$ cat src/common/ocmp_pkg.sv
package ocmp_pkg;
    // register byte addresses (word aligned)
    localparam logic [3:0] ADDR_CONTROL   = 4'h0;
    localparam logic [3:0] ADDR_PRIMARY   = 4'h4;
    localparam logic [3:0] ADDR_SECONDARY = 4'h8;
    localparam logic [3:0] ADDR_IRQ_STAT  = 4'hC;
    // irq mask sits at its own word; address bus is 5 bits wide
    localparam logic [4:0] ADDR_IRQ_MASK  = 5'h10;

    // control field positions
    localparam int BIT_ENABLE     = 15;
    localparam int BIT_IDLE_STOP  = 13;
    localparam int BIT_WIDE       = 5;
    localparam int BIT_FAULT      = 4;
    localparam int BIT_TSEL       = 3;
    localparam int MODE_LSB       = 0;

    localparam logic [31:0] CONTROL_RESET = 32'h0000_0000;
    localparam logic [31:0] COMPARE_RESET = 32'h0000_0000;

    // interrupt status bits
    localparam int IRQ_MATCH      = 0;
    localparam int IRQ_SECONDARY  = 1;
    localparam int IRQ_FAULT      = 2;
    localparam int IRQ_WIDTH      = 3;

    typedef enum logic [2:0] {
        MODE_OFF      = 3'h0,
        MODE_SET_HIGH = 3'h1,
        MODE_SET_LOW  = 3'h2,
        MODE_TOGGLE   = 3'h3,
        MODE_SINGLE   = 3'h4,
        MODE_CONT     = 3'h5,
        MODE_PWM      = 3'h6,
        MODE_PWM_FLT  = 3'h7
    } compare_mode_t;

    // one time base as seen by the channel
    typedef struct packed {
        logic [31:0] count;
        logic        rollover;
    } time_base_t;
endpackage

$ cat src/rtl/output_compare_channel.sv
`timescale 1ns/10ps
// Function
// - channel works only while the enable bit is set; the fault interrupt is raised even while it is clear.
// - idle-stop bit halts the channel while the processor idles.
// - wide bit compares 32 bits, otherwise low 16 bits.
// - fault status set by a PWM fault, cleared by hardware only.
// - fault status reads zero outside PWM-with-fault mode.
// - timer select one picks second time base, zero the first.
// - only the first and second time bases feed the channel.
// - mode 111 is PWM with fault input enabled.
// - mode 110 is PWM with fault input ignored.
// - mode 101 drives pin low then pulses continuously.
// - mode 100 drives pin low then gives one pulse.
// - mode 011 toggles the pin on every match.
// - mode 010 starts pin high, forces low on match.
// - mode 001 starts pin low, forces high on match.
// - mode 000 disables compare, no output activity.
// - unimplemented control bits, upper half included, read as zero.
module output_compare_channel
    import ocmp_pkg::*;
(
    input  wire logic                  clk_sys,
    input  wire logic                  rst,
    input  wire ocmp_pkg::time_base_t  time_base_first,
    input  wire ocmp_pkg::time_base_t  time_base_second,
    input  wire logic                  cpu_idle,
    input  wire logic                  fault_in_n,
    input  wire logic [4:0]            avs_address,
    input  wire logic                  avs_read,
    input  wire logic                  avs_write,
    input  wire logic [31:0]           avs_writedata,
    input  wire logic [3:0]            avs_byteenable,
    output logic [31:0]                avs_readdata,
    output logic                       avs_waitrequest,
    output logic                       compare_output_pin,
    output logic                       irq
);
    import ocmp_pkg::*;

    ////////////////////////////////////////////////////////////////////////
    // registers
    logic [31:0]          primary_compare_value;
    logic [31:0]          secondary_compare_value;
    logic                 enable;
    logic                 idle_stop;
    logic                 wide_compare;
    logic                 timer_select;
    compare_mode_t        compare_mode;
    logic                 fault_latched;
    logic [IRQ_WIDTH-1:0] irq_status;
    logic [IRQ_WIDTH-1:0] irq_mask;
    logic                 single_done;
    logic                 ack;

    // write strobe: taken on the edge where waitrequest is low
    logic                 wr_take;
    logic                 rd_take;
    assign wr_take = avs_write && !avs_waitrequest;
    assign rd_take = avs_read && !avs_waitrequest;

    function automatic logic [31:0] be_merge(input logic [31:0] old_v,
                                             input logic [31:0] new_v,
                                             input logic [3:0]  be);
        logic [31:0] r;
        r = old_v;
        for (int i = 0; i < 4; i++) begin
            if (be[i]) begin
                r[i*8 +: 8] = new_v[i*8 +: 8];
            end
        end
        return r;
    endfunction

    ////////////////////////////////////////////////////////////////////////
    // time base select and match detect
    time_base_t tb;
    logic       run;
    logic       match_primary;
    logic       match_secondary;
    logic       fault_active;
    logic       pwm_mode;

    assign tb  = timer_select ? time_base_second : time_base_first;
    // idle halts only when idle_stop asks for it
    assign run = enable && !(idle_stop && cpu_idle);
    // upper half ignored in narrow mode
    assign match_primary = wide_compare ? (tb.count == primary_compare_value)
                         : (tb.count[15:0] == primary_compare_value[15:0]);
    assign match_secondary = wide_compare ? (tb.count == secondary_compare_value)
                           : (tb.count[15:0] == secondary_compare_value[15:0]);
    assign pwm_mode     = (compare_mode == MODE_PWM) || (compare_mode == MODE_PWM_FLT);
    assign fault_active = (compare_mode == MODE_PWM_FLT) && !fault_in_n;

    ////////////////////////////////////////////////////////////////////////
    // one-cycle answer: waitrequest high for the first cycle of a request;
    // kept as the flop itself so the bus output has no gate behind it
    always_ff @(posedge clk_sys) begin
        if (rst) begin
            avs_waitrequest <= 1'b1;
        end else begin
            avs_waitrequest <= !((avs_read || avs_write) && avs_waitrequest);
        end
    end
    assign ack = !avs_waitrequest;

    ////////////////////////////////////////////////////////////////////////
    // control register
    always_ff @(posedge clk_sys) begin
        if (rst) begin
            enable       <= CONTROL_RESET[BIT_ENABLE];
            idle_stop    <= CONTROL_RESET[BIT_IDLE_STOP];
            wide_compare <= CONTROL_RESET[BIT_WIDE];
            timer_select <= CONTROL_RESET[BIT_TSEL];
            compare_mode <= MODE_OFF;
        end else if (wr_take && avs_address == {1'b0, ADDR_CONTROL}) begin
            if (avs_byteenable[1]) begin
                enable    <= avs_writedata[BIT_ENABLE];
                idle_stop <= avs_writedata[BIT_IDLE_STOP];
            end
            if (avs_byteenable[0]) begin
                wide_compare <= avs_writedata[BIT_WIDE];
                timer_select <= avs_writedata[BIT_TSEL];
                compare_mode <= compare_mode_t'(avs_writedata[MODE_LSB +: 3]);
            end
        end
    end

    // compare value registers
    always_ff @(posedge clk_sys) begin
        if (rst) begin
            primary_compare_value   <= COMPARE_RESET;
            secondary_compare_value <= COMPARE_RESET;
        end else if (wr_take) begin
            if (avs_address == {1'b0, ADDR_PRIMARY}) begin
                primary_compare_value <= be_merge(primary_compare_value,
                                                  avs_writedata, avs_byteenable);
            end
            if (avs_address == {1'b0, ADDR_SECONDARY}) begin
                secondary_compare_value <= be_merge(secondary_compare_value,
                                                    avs_writedata, avs_byteenable);
            end
        end
    end

    ////////////////////////////////////////////////////////////////////////
    // fault status: software cannot clear; released once the fault
    // input goes away at a period rollover, or when leaving mode 111 or clearing the enable bit
    always_ff @(posedge clk_sys) begin
        if (rst) begin
            fault_latched <= 1'b0;
        end else if (compare_mode != MODE_PWM_FLT || !enable) begin
            fault_latched <= 1'b0;
        end else if (fault_active) begin
            fault_latched <= 1'b1;
        end else if (run && tb.rollover) begin
            fault_latched <= 1'b0;
        end
    end

    ////////////////////////////////////////////////////////////////////////
    // output pin behaviour per mode
    logic mode_written;
    assign mode_written = wr_take && avs_address == {1'b0, ADDR_CONTROL}
                          && avs_byteenable[0];

    always_ff @(posedge clk_sys) begin
        if (rst) begin
            compare_output_pin <= 1'b0;
            single_done        <= 1'b0;
        end else if (mode_written) begin
            // initial pin state of the new mode; only 010 starts high
            compare_output_pin <= (avs_writedata[MODE_LSB +: 3] == MODE_SET_LOW)
                                  && avs_writedata[BIT_ENABLE];
            single_done        <= 1'b0;
        end else if (!enable) begin
            compare_output_pin <= 1'b0;
            single_done        <= 1'b0;
        end else if (run) begin
            case (compare_mode)
                MODE_OFF: begin
                    compare_output_pin <= 1'b0;
                end
                MODE_SET_HIGH: begin
                    if (match_primary) compare_output_pin <= 1'b1;
                end
                MODE_SET_LOW: begin
                    if (match_primary) compare_output_pin <= 1'b0;
                end
                MODE_TOGGLE: begin
                    if (match_primary) compare_output_pin <= !compare_output_pin;
                end
                MODE_SINGLE: begin
                    // one pulse: rise at primary, fall at secondary, then stay low
                    if (!single_done && match_primary) begin
                        compare_output_pin <= 1'b1;
                    end else if (compare_output_pin && match_secondary) begin
                        compare_output_pin <= 1'b0;
                        single_done        <= 1'b1;
                    end
                end
                MODE_CONT: begin
                    if (match_primary) begin
                        compare_output_pin <= 1'b1;
                    end else if (match_secondary) begin
                        compare_output_pin <= 1'b0;
                    end
                end
                MODE_PWM, MODE_PWM_FLT: begin
                    // a latch left over from mode 111 must not gate plain pwm
                    if (compare_mode == MODE_PWM_FLT && (fault_active || fault_latched)) begin
                        compare_output_pin <= 1'b0;
                    end else if (tb.rollover) begin
                        compare_output_pin <= 1'b1;
                    end else if (match_secondary) begin
                        compare_output_pin <= 1'b0;
                    end
                end
                default: begin
                    compare_output_pin <= 1'b0;
                end
            endcase
        end
    end

    ////////////////////////////////////////////////////////////////////////
    // interrupts: sticky, cleared by reading status; a new event wins
    logic [IRQ_WIDTH-1:0] irq_event;
    logic                 stat_read;
    assign irq_event[IRQ_MATCH]     = run && (compare_mode != MODE_OFF) && !pwm_mode
                                      && match_primary;
    assign irq_event[IRQ_SECONDARY] = run && pwm_mode && tb.rollover;
    assign irq_event[IRQ_FAULT]     = fault_active && !fault_latched;
    assign stat_read = rd_take && avs_address == {1'b0, ADDR_IRQ_STAT};

    always_ff @(posedge clk_sys) begin
        if (rst) begin
            irq_status <= '0;
        end else begin
            irq_status <= (stat_read ? '0 : irq_status) | irq_event;
        end
    end

    always_ff @(posedge clk_sys) begin
        if (rst) begin
            irq_mask <= '0;
        end else if (wr_take && avs_address == ADDR_IRQ_MASK && avs_byteenable[0]) begin
            irq_mask <= avs_writedata[IRQ_WIDTH-1:0];
        end
    end

    always_ff @(posedge clk_sys) begin
        if (rst) begin
            irq <= 1'b0;
        end else begin
            irq <= |(((stat_read ? '0 : irq_status) | irq_event) & irq_mask);
        end
    end

    ////////////////////////////////////////////////////////////////////////
    // read data, registered while waitrequest is high
    logic [31:0] control_view;
    always_comb begin
        control_view                 = 32'h0000_0000;
        control_view[BIT_ENABLE]     = enable;
        control_view[BIT_IDLE_STOP]  = idle_stop;
        control_view[BIT_WIDE]       = wide_compare;
        control_view[BIT_FAULT]      = fault_latched && (compare_mode == MODE_PWM_FLT);
        control_view[BIT_TSEL]       = timer_select;
        control_view[MODE_LSB +: 3]  = compare_mode;
    end

    always_ff @(posedge clk_sys) begin
        if (rst) begin
            avs_readdata <= 32'h0000_0000;
        end else if (avs_read && !ack) begin
            case (avs_address)
                {1'b0, ADDR_CONTROL}:   avs_readdata <= control_view;
                {1'b0, ADDR_PRIMARY}:   avs_readdata <= primary_compare_value;
                {1'b0, ADDR_SECONDARY}: avs_readdata <= secondary_compare_value;
                {1'b0, ADDR_IRQ_STAT}:  avs_readdata <= {29'h0, irq_status};
                ADDR_IRQ_MASK:          avs_readdata <= {29'h0, irq_mask};
                default:                avs_readdata <= 32'h0000_0000;
            endcase
        end
    end

    ////////////////////////////////////////////////////////////////////////
    // checks
    property p_fault_zero;
        @(posedge clk_sys) disable iff (rst)
        (compare_mode != MODE_PWM_FLT) |-> !control_view[BIT_FAULT];
    endproperty
    a_fault_zero: assert property (p_fault_zero) else $error("fault bit outside mode 7");

    property p_off_low;
        @(posedge clk_sys) disable iff (rst)
        (!enable && !mode_written) |=> !compare_output_pin;
    endproperty
    a_off_low: assert property (p_off_low) else $error("pin active while disabled");

    property p_toggle;
        @(posedge clk_sys) disable iff (rst)
        (run && compare_mode == MODE_TOGGLE && match_primary && !mode_written)
        |=> compare_output_pin != $past(compare_output_pin);
    endproperty
    a_toggle: assert property (p_toggle) else $error("toggle missed");

    property p_idle_hold;
        @(posedge clk_sys) disable iff (rst)
        (enable && idle_stop && cpu_idle && !mode_written) |=> $stable(compare_output_pin);
    endproperty
    a_idle_hold: assert property (p_idle_hold) else $error("pin moved in idle");

    property p_fault_set;
        @(posedge clk_sys) disable iff (rst)
        (run && fault_active && !mode_written) |=> fault_latched ##0 !compare_output_pin;
    endproperty
    a_fault_set: assert property (p_fault_set) else $error("fault not latched");

    property p_pwm_rise;
        @(posedge clk_sys) disable iff (rst)
        (run && compare_mode == MODE_PWM && tb.rollover && !mode_written)
        |=> compare_output_pin;
    endproperty
    a_pwm_rise: assert property (p_pwm_rise) else $error("pwm did not rise");

    property p_set_high;
        @(posedge clk_sys) disable iff (rst)
        (run && compare_mode == MODE_SET_HIGH && match_primary && !mode_written)
        |=> compare_output_pin [*2];
    endproperty
    a_set_high: assert property (p_set_high) else $error("set high failed");

    property p_mode_off;
        @(posedge clk_sys) disable iff (rst)
        (run && compare_mode == MODE_OFF && !mode_written) |=> !compare_output_pin;
    endproperty
    a_mode_off: assert property (p_mode_off) else $error("activity in mode 0");

    property p_upper_zero;
        @(posedge clk_sys) disable iff (rst)
        ack && avs_read && avs_address == {1'b0, ADDR_CONTROL}
        |-> avs_readdata[31:16] == 16'h0000;
    endproperty
    a_upper_zero: assert property (p_upper_zero) else $error("upper control nonzero");
endmodule // output_compare_channel

$ cat config.mk
export PLATFORM = sky130hd
export DESIGN_NAME = output_compare_channel
export DESIGN_NICKNAME = d
export VERILOG_FILES = /design/src/common/ocmp_pkg.sv /design/src/rtl/output_compare_channel.sv
export SDC_FILE = /design/constraint.sdc
export NUM_CORES = 1
export LEC_CHECK = 0
export ABC_AREA = 1
export BUFFER_PORTS_ARGS = -buffer_cell sky130_fd_sc_hd__buf_2
export CAP_MARGIN = 20
export CORE_MARGIN = 5
export CORE_UTILIZATION = 54
export DETAILED_ROUTE_END_ITERATION = 10
export PLACE_DENSITY = 0.81
export SKIP_CTS_REPAIR_TIMING = 1
export SYNTH_ARGS = -nofsm -noshare
export SYNTH_HDL_FRONTEND = slang
export SYNTH_SLANG_ARGS = --single-unit
export TNS_END_PERCENT = 30
$ cat constraint.sdc
create_clock -name clk_sys -period 2.4 [get_ports clk_sys]
set_clock_uncertainty 0.2 [all_clocks]
set_input_delay 0.36 -clock clk_sys [delete_from_list [all_inputs] [get_ports clk_sys]]
set_output_delay 0.36 -clock clk_sys [all_outputs]
set_load 0.02 [all_outputs]
# After elaboration in Yosys (flattened, before gate mapping)
# Index checks and enable logic that the tools add are counted.
# classes
add_sub_neg	0
n_mul	0
n_div	0
magnitude_cmp	0
eq_ne	22
n_shift	0
mux	20
bitwise	4
reduce_logical	57
# ops
op	n
32-bit case mux with 5 select lines	1
32-bit == test	2
33-bit two-way mux	1
16-bit == test	2
1-bit logical AND	24
3-bit AND reduction	8
1-bit two-way mux	16
3-bit == test (second input constant)	4
4-bit != test (second input constant)	3
5-bit by 4-bit == test with 1-bit output (second input constant)	2
3-bit by 2-bit == test with 1-bit output (second input constant)	3
1-bit logical NOT	9
1-bit case mux with 7 select lines	1
3-bit OR reduction	2
5-bit by 3-bit == test with 1-bit output (second input constant)	1
5-bit == test (second input constant)	1
5-bit logical NOT	1
5-bit != test (second input constant)	1
5-bit AND reduction	1
1-bit logical OR	4
2-bit AND reduction	2
4-bit AND reduction	1
2-bit OR reduction	2
3-bit bitwise AND	1
9 further kinds	10
# totals
register_bits	114
latch_bits	0
mem_bits_rw	0
mem_bits_ro	0
out_inout_bits	35
mem_count	0

# Longest topological paths before layout
# Gate-level depths: netlist of the first run.
# logic_depth
word_depth	10
ltp_mapped	20
ltp_nobuf	19

# Worst setup path before layout of the first run
# No wires, ideal clock.
# synth_timing
path_kind	input port to flip-flop
from	input port avs_address[1]
to	register secondary_compare_value[5]
setup_ps	119
t_arrival_ps	1746
required_time_ps	2081
setup_slack_ps	335
cell_stages	9
n_path_buf	1
cell_sequence	nor2_1 inv_1 nor4_1 inv_2 nor2_1 inv_1 buf_2 o21ai_0 a21oi_1
# synth_between
elab_chain_cells	2
# synth_rtl
element	line	rtl
from (decl)	output_compare_channel.sv:28	input wire logic [4:0] avs_address,
5-bit by 4-bit == test with 1-bit output	output_compare_channel.sv:138	if (avs_address == {1'b0, ADDR_SECONDARY}) begin
3-bit AND reduction (no source line)	--	
to (signal assigned)	output_compare_channel.sv:139	secondary_compare_value <= be_merge(secondary_compare_value,
to (decl)	output_compare_channel.sv:43	logic [31:0] secondary_compare_value;
# No other way between the ends.
# A chain may end at the register's enable or synchronous reset.

# Worst setup path after layout of the first run
# layout_timing
from	register timer_select
to	register compare_output_pin
# layout_between
elab_chain_cells	10
elab_cells_between_ends	23
classes_between	eq/ne: 8; mux: 12; reduce/logical: 3
# layout_rtl
element	line	rtl
from (decl)	output_compare_channel.sv:47	logic timer_select;
from (signal assigned)	output_compare_channel.sv:113	timer_select <= CONTROL_RESET[BIT_TSEL];
from (signal assigned)	output_compare_channel.sv:122	timer_select <= avs_writedata[BIT_TSEL];
33-bit two-way mux *	output_compare_channel.sv:83	assign tb = timer_select ? time_base_second : time_base_first;
32-bit == test or 16-bit == test (tied branches)	output_compare_channel.sv:89, output_compare_channel.sv:90	
1-bit two-way mux	output_compare_channel.sv:89	assign match_secondary = wide_compare ? (tb.count == secondary_compare_value)
1-bit two-way mux	--	
1-bit two-way mux	output_compare_channel.sv:212	end else if (tb.rollover) begin
1-bit two-way mux	output_compare_channel.sv:210	if (compare_mode == MODE_PWM_FLT && (fault_active || fault_latched)) begin
1-bit case mux with 7 select lines	output_compare_channel.sv:179	case (compare_mode)
1-bit two-way mux	output_compare_channel.sv:178	end else if (run) begin
1-bit two-way mux	output_compare_channel.sv:175	end else if (!enable) begin
1-bit two-way mux	output_compare_channel.sv:170	end else if (mode_written) begin
to (signal assigned)	output_compare_channel.sv:172	compare_output_pin <= (avs_writedata[MODE_LSB +: 3] == MODE_SET_LOW)
to (signal assigned)	output_compare_channel.sv:190	if (match_primary) compare_output_pin <= !compare_output_pin;
to (decl)	output_compare_channel.sv:35	output logic compare_output_pin,
# Every way passes the cells marked *; elsewhere a longest branch is shown, timed or not. The select of a mux whose other input is x is not followed.

==> flow_summary.yaml, run 1 <==
yosys:
  synth.cell_area_um2: 6230
  synthCells: 1015
  ys_warn_count: 0
  synth_fp_nets: 1128
  yosysUniqueCellTypes: 30
  synth_seq_cells: 114
  yosysSeqAreaShare_pct: 36.6
  avgSynthCellArea_um2: 6.14
final_layout:
  drive_gt1_share_pct: 18.8
  syn2layout_area_growth_pct: 24.4
  num-nets-final: 1272
  fillers: 1007
  layout_common_cells: "nand2_1, buf_2, inv_1, dfxtp_1, a21oi_1"
  antennaDiodeCount: 0
  seq_area_um2: 2290
  instances_no_fill: 1311
  multi_input_area_um2: 3290
  utilization_pct: 68.2
  final_common_cell: "nand2_1"
min_path:
  hold_path.class: "in2reg"
  hp-start: "avs_write"
  whs_path_depth: 2
  whs_endpoint: "avs_waitrequest"
place:
  place_congestion: 0.984
  dpl.cell_count: 1281
  portBuffers: 147
  hpwlAfterDp_mm: 14.3
sta:
  fin_tns_setup_ps: 0
  timing.final.crit_share_pct: 96.5
  worst_pin_slew_ps: 638
  finalSetupViolCount: 0
  max-slew-margin-rel_pct: 57.4
  hold_viol_final: 1
  rsz0062_at_grt: "true"
  holdWs_ps: -5.82
  fmax_mhz: 432
  fin_crit_ps: 2320
  slew_viol_final: 0
die:
  rows: 39
  core_um2: 11400
  die_h_um: 117
  initial_core_util_pct: 54.8
  die_area_um2: 13800
  die_x_um: 117
  io_pins: 148
routing:
  drt-total-wl_mm: 20.4
  drt_pass1_iterations: 6
  vias: 7338
  via_per_inst: 5.60
  drt-initial-drc-count: 759
  ant_nets: 0
  wl_per_cell_um: 15.5
  drc: 0
worst_setup_path:
  crit-reg2reg-launch: "timer_select"
  cp_max_fo: 10
  worstRegToRegCells: 18
  reg2reg_to: "compare_output_pin"
  crit_start: "timer_select"
  reg2reg_slack_ps: 80
  setup.worst_path.start_class: "flop"
  critical_path_class: "reg2reg"
  critPathRequiredTime_ps: 2520
  arrival_ps: 2430
  cp-end-kind: "flop"
status:
  status: "finished, violations left"
  violations: "hold timing"
grt:
  grt_use_total_pct: 28.0
  grt_max_degree: 37
  grt_pass1_wl_mm: 32.2
  grt_pass1_vias: 6770
  grt_overflow: 0
  antenna_found_initial: 0
cts:
  cts_buffer_depth: 2
  clkSlewWorstSetupHoldPaths_ps: 60
  tritoncts: "done"
  htree_levels: 4
  cts_buffers: 17
  cts.sinks: 114
  cts-root-buf: "clkbuf_16"
  clock_latency_ps: 420
job:
  cap_violations: 0
power:
  p_leak_nw: 3.45
  powerDensity_nw_per_um2: 583
  ir_drop_mv: 0.387
[registers in the layout (all words and copies together), names as in the netlist, 3 cells and up]
signal,flops
primary_compare_value,32
secondary_compare_value,32
compare_mode,3
irq_status,3
avs_readdata,32
irq_mask,3
[worst max-delay path by stage]
stage,endpoint,slack [ps],cells after the start
final,compare_output_pin,80,18
after detailed placement,compare_output_pin,100,14
after CTS,compare_output_pin,160,16
after global placement,compare_output_pin,170,14
after global routing,compare_output_pin,-70,20
after floorplan,secondary_compare_value[5],330,9
[kinds of logic after synthesis]
family,share of synthesized area [%]
buffers and inverters,11.2
and+or+nand+nor,32.7
AOI/OAI and AO/OA,19.5
DFF,36.6
[cell type report]
cell class	instances	share of cell area [%]
Clock inverter	9	0.904
Timing Repair Buffer	167	12.5
Tap cell	143	2.31
Multi-Input combinational cell	723	42.5
Sequential cell	114	29.5
Clock buffer	19	5.59
Inverter	136	6.68
[Yosys cell counts]
master / count / area share, %
a22oi_1: 1 / 0.12
buf_2: 9 / 0.72
o2111ai_1: 1 / 0.14
o22ai_1: 29 / 2.9
o221ai_1: 3 / 0.42
o211ai_1: 2 / 0.24
a21oi_1: 106 / 8.5
inv_1: 130 / 7.8
o21ai_0: 80 / 6.4
nand2_1: 311 / 19
nor4_1: 1 / 0.10
a221oi_1: 1 / 0.14
nor3_2: 1 / 0.16
a31oi_1: 1 / 0.10
o31ai_1: 1 / 0.12
buf_4: 1 / 0.12
buf_6: 2 / 0.36
inv_2: 6 / 0.36
o21ai_1: 1 / 0.080
buf_1: 3 / 0.18
nand3_1: 99 / 8.0
o21a_1: 1 / 0.12
nor2_2: 2 / 0.20
a211oi_1: 1 / 0.12
nand4_1: 12 / 1.2
nor3_1: 5 / 0.40
or3_1: 1 / 0.10
nor2_1: 63 / 3.8
clkbuf_1: 27 / 1.6
dfxtp_1: 114 / 37
[metrics by stage]
step,setup WS [ps],cell area [um^2],total power [mW]
2_1_floorplan,335,6230,2.14
3_3_place_gp,166,7120,2.31
3_5_place_dp,97.9,7120,2.32
4_1_cts,155,7620,4.50
5_1_grt,-72.9,7750,4.63
6_report,83.6,7750,4.52
[layer usage]
metal | share of wire (%) | up-vias | track usage [%] | wire (um)
met4 | 3.7 | 0 | 10.9 | 758
met1 | 40 | 3278 | 35.8 | 8250
met3 | 9.2 | 70 | 6.83 | 1880
met2 | 47 | 392 | 45.6 | 9490
met5 | 0 | - | 0 | 0
li1 | - | 3598 | - | -
[critical path, stage by stage (launching register included)]
cell and delay (ps):
dfxtp_4 420, inv_8 60, buf_12 150, nand2_1 140
nand2_1 90, nand2_1 80, nand2_1 60, inv_1 70
nand2_1 60, nor2_1 80, nand2_1 110, nor2_4 160
nand3_1 90, nand3_1 70, nand2_1 60, nand2_1 70
nand3_1 70, nor2_1 120, nor2_1 50
[power breakdown]
group	internal, mW	total, mW	switching [mW]
sequential	1.90	1.90	0.00373
clock	1.38	2.22	0.844
combinational	0.146	0.394	0.248
(Power assumes the default switching activity.)
==> run 2: changes to the inputs <==
--- a/config.mk
+++ b/config.mk
@@ -9,10 +9,9 @@
 export BUFFER_PORTS_ARGS = -buffer_cell sky130_fd_sc_hd__buf_2
 export CAP_MARGIN = 20
 export CORE_MARGIN = 5
-export CORE_UTILIZATION = 54
+export CORE_UTILIZATION = 58
 export DETAILED_ROUTE_END_ITERATION = 10
-export PLACE_DENSITY = 0.81
-export SKIP_CTS_REPAIR_TIMING = 1
+export PLACE_DENSITY = 0.86
 export SYNTH_ARGS = -nofsm -noshare
 export SYNTH_HDL_FRONTEND = slang
 export SYNTH_SLANG_ARGS = --single-unit
==> constraint.sdc (replaced) <==
create_clock -name clk_sys -period 2.7 [get_ports clk_sys]
set_clock_uncertainty 0.2 [all_clocks]
set_input_delay 0.405 -clock clk_sys [delete_from_list [all_inputs] [get_ports clk_sys]]
set_output_delay 0.405 -clock clk_sys [all_outputs]
set_load 0.02 [all_outputs]
==> run 2 against run 1 <==
Compared with the run above: the run now ends clean; critical path depth stayed put; sequential cell count is the same; via count up 0.49%; first-iteration DRC count shrank 6.9%; clock power about the same; non-clock buffer count increased by 15; maximum frequency decreased by 3.3%; highest routed layer unchanged; sequential share of layout area is 0.51 points lower; utilization up 7.5 points; total power shrank 5.7%; worst setup slack improved by 220 ps; worst hold slack improved by 17 ps.
==> flow_summary.yaml, run 2 (synthesized netlist as in run 1, its figures left out) <==
worst_setup_path:
  critical_path_class: "reg2reg"
  crit_start: "timer_select"
  cp-end-kind: "flop"
  arrival_ps: 2640
  critPathRequiredTime_ps: 2950
  setup.worst_path.start_class: "flop"
  cp_max_fo: 17
  crit-reg2reg-launch: "timer_select"
power:
  p_sw_share_pct: 24.2
  power_switching_mw: 1.03
  p_leak_nw: 3.50
  power_frac_comb_pct: 8.6
  pwr-share-clk_pct: 51.8
  p_int_mw: 3.23
  ir_drop_mv: 0.435
  p_total_mw: 4.26
  power_frac_seq_pct: 39.6
  powerDensity_nw_per_um2: 540
status:
  status: "completed"
final_layout:
  fillers: 873
  antennaDiodeCount: 0
  drive_gt1_share_pct: 16.9
  num-nets-final: 1287
  fin_area_um2: 7890
  biggestRegsByFlops: "avs_readdata (32), primary_compare_value (32), secondary_compare_value (32)"
  layout_common_cells: "nand2_1, buf_2, inv_1, dfxtp_1, a21oi_1"
  final_common_cell: "nand2_1"
  syn2layout_area_growth_pct: 26.6
die:
  die_h_um: 114
  io_pins: 148
  initial_core_util_pct: 59.8
  die_x_um: 114
  rows: 37
  core_um2: 10400
  die_area_um2: 12900
routing:
  wl_per_cell_um: 15.0
  drc: 0
  ant_nets: 0
  drt-initial-drc-count: 707
  drt_pass1_iterations: 6
  drt-total-wl_mm: 19.9
  vias: 7374
  via_per_inst: 5.58
place:
  hpwlAfterDp_mm: 14.2
  placed_area_um2: 7090
  portBuffers: 147
  place_congestion: 1.00
grt:
  grt_overflow: 0
  grt_use_total_pct: 30.6
  grt_max_degree: 53
  antenna_found_initial: 0
  grt_pass1_vias: 6908
  grt_pass1_wl_mm: 31.9
sta:
  slew_viol_final: 0
  timing.final.crit_share_pct: 88.7
  hold_viol_final: 0
  max-slew-margin-rel_pct: 64.4
  finalSetupViolCount: 0
  fmax_mhz: 417
  fin_tns_setup_ps: 0
  worst_pin_slew_ps: 533
  rsz0062_at_grt: "false"
  fin_crit_ps: 2400
cts:
  cts_buffers: 17
  post-cts-setup-buffers: 0
  clock_latency_ps: 510
  htree_levels: 4
  cts_buffer_depth: 2
  cts.sinks: 114
  clkSlewWorstSetupHoldPaths_ps: 60
  cts-root-buf: "clkbuf_8"
  tritoncts: "done"
min_path:
  hp-start: "avs_writedata[25]"
  hold_path.class: "in2reg"
job:
  cap_violations: 0
run 2: cell types whose count changed in the layout (fill, tap and decap cells not counted), moves of 2 or more:
cell           previous run  this run
nor2_1                   58        63
clkbuf_16                19        16
nand2_2                  11         0
clkinv_2                  8         3
bufinv_16                 1         3
buf_4                    14        10
nor2_2                    6         2
nand2_1                 300       311
clkinv_4                  0         2
clkinvlp_4                0         4
dlygate4sd3_1             0        21
run 2: final cells by class:
| class | count | area [um^2] | share of cell area, % |
|---|---|---|---|
| Tap cell | 136 | 170 | 2.16 |
| Sequential cell | 114 | 2290 | 29.0 |
| Inverter | 136 | 510 | 6.47 |
| Clock buffer | 18 | 418 | 5.30 |
| Timing Repair Buffer | 182 | 1090 | 13.9 |
| Clock inverter | 13 | 161 | 2.05 |
| Multi-Input combinational cell | 723 | 3250 | 41.2 |
run 2: power by group through the flow:
stage	registers [mW]	logic (mW)	clock network, mW
final	1.69	0.365	2.21
after global routing	1.69	0.404	2.30
after CTS	1.69	0.357	2.21
after detailed placement	1.73	0.330	0
after global placement	1.73	0.327	0
after floorplan	1.73	0.171	0
run 2: worst paths after layout:
path	to	slack (ps)	cells after the start
worst min-delay path	secondary_compare_value[25]	10	3
worst min register to register	avs_readdata[27]	260	2
worst max-delay path	compare_output_pin	300	18
worst max register to register	compare_output_pin	300	18
run 2: routing by layer:
layer,GRT usage [%],wire [um],up-vias,part of all wire (%)
li1,-,-,3631,-
met3,7.48,1940,64,9.8
met5,0,0,-,0
met1,37.7,7940,3281,40
met4,13.4,710,0,3.6
met2,50.6,9280,398,47
run 2: stage by stage:
stage,utilization [%],hold WS (ps),setup slack [ps],instances
floorplan,-,242,590,1015
global placement,68.1,249,149,1270
detailed placement,68.1,254,152,1270
CTS,75.6,2.86,280,1322
global route,75.7,13.0,59.2,1322
finish,75.7,11.2,304,1322
run 2: critical path, cell delays in order (launching register included):
cell and delay, ps:
dfxtp_4 380, inv_2 150, buf_12 170, nand2_1 100, nand2_1 90, nand2_1 50
nand2_1 100, nand3_1 90, nor2_1 110, nand2_1 60, nor2_1 200, nand3_1 130
nand3_1 100, nand2_1 50, nand2_1 70, nand2_1 50, nand2_1 60, nand2_1 60
nor2_1 100
run 2: timing repair:
item,in CTS,in global routing
resized for setup,0,2
hold endpoints to repair,30,0
hold buffers,21,0
setup endpoints to repair,0,1
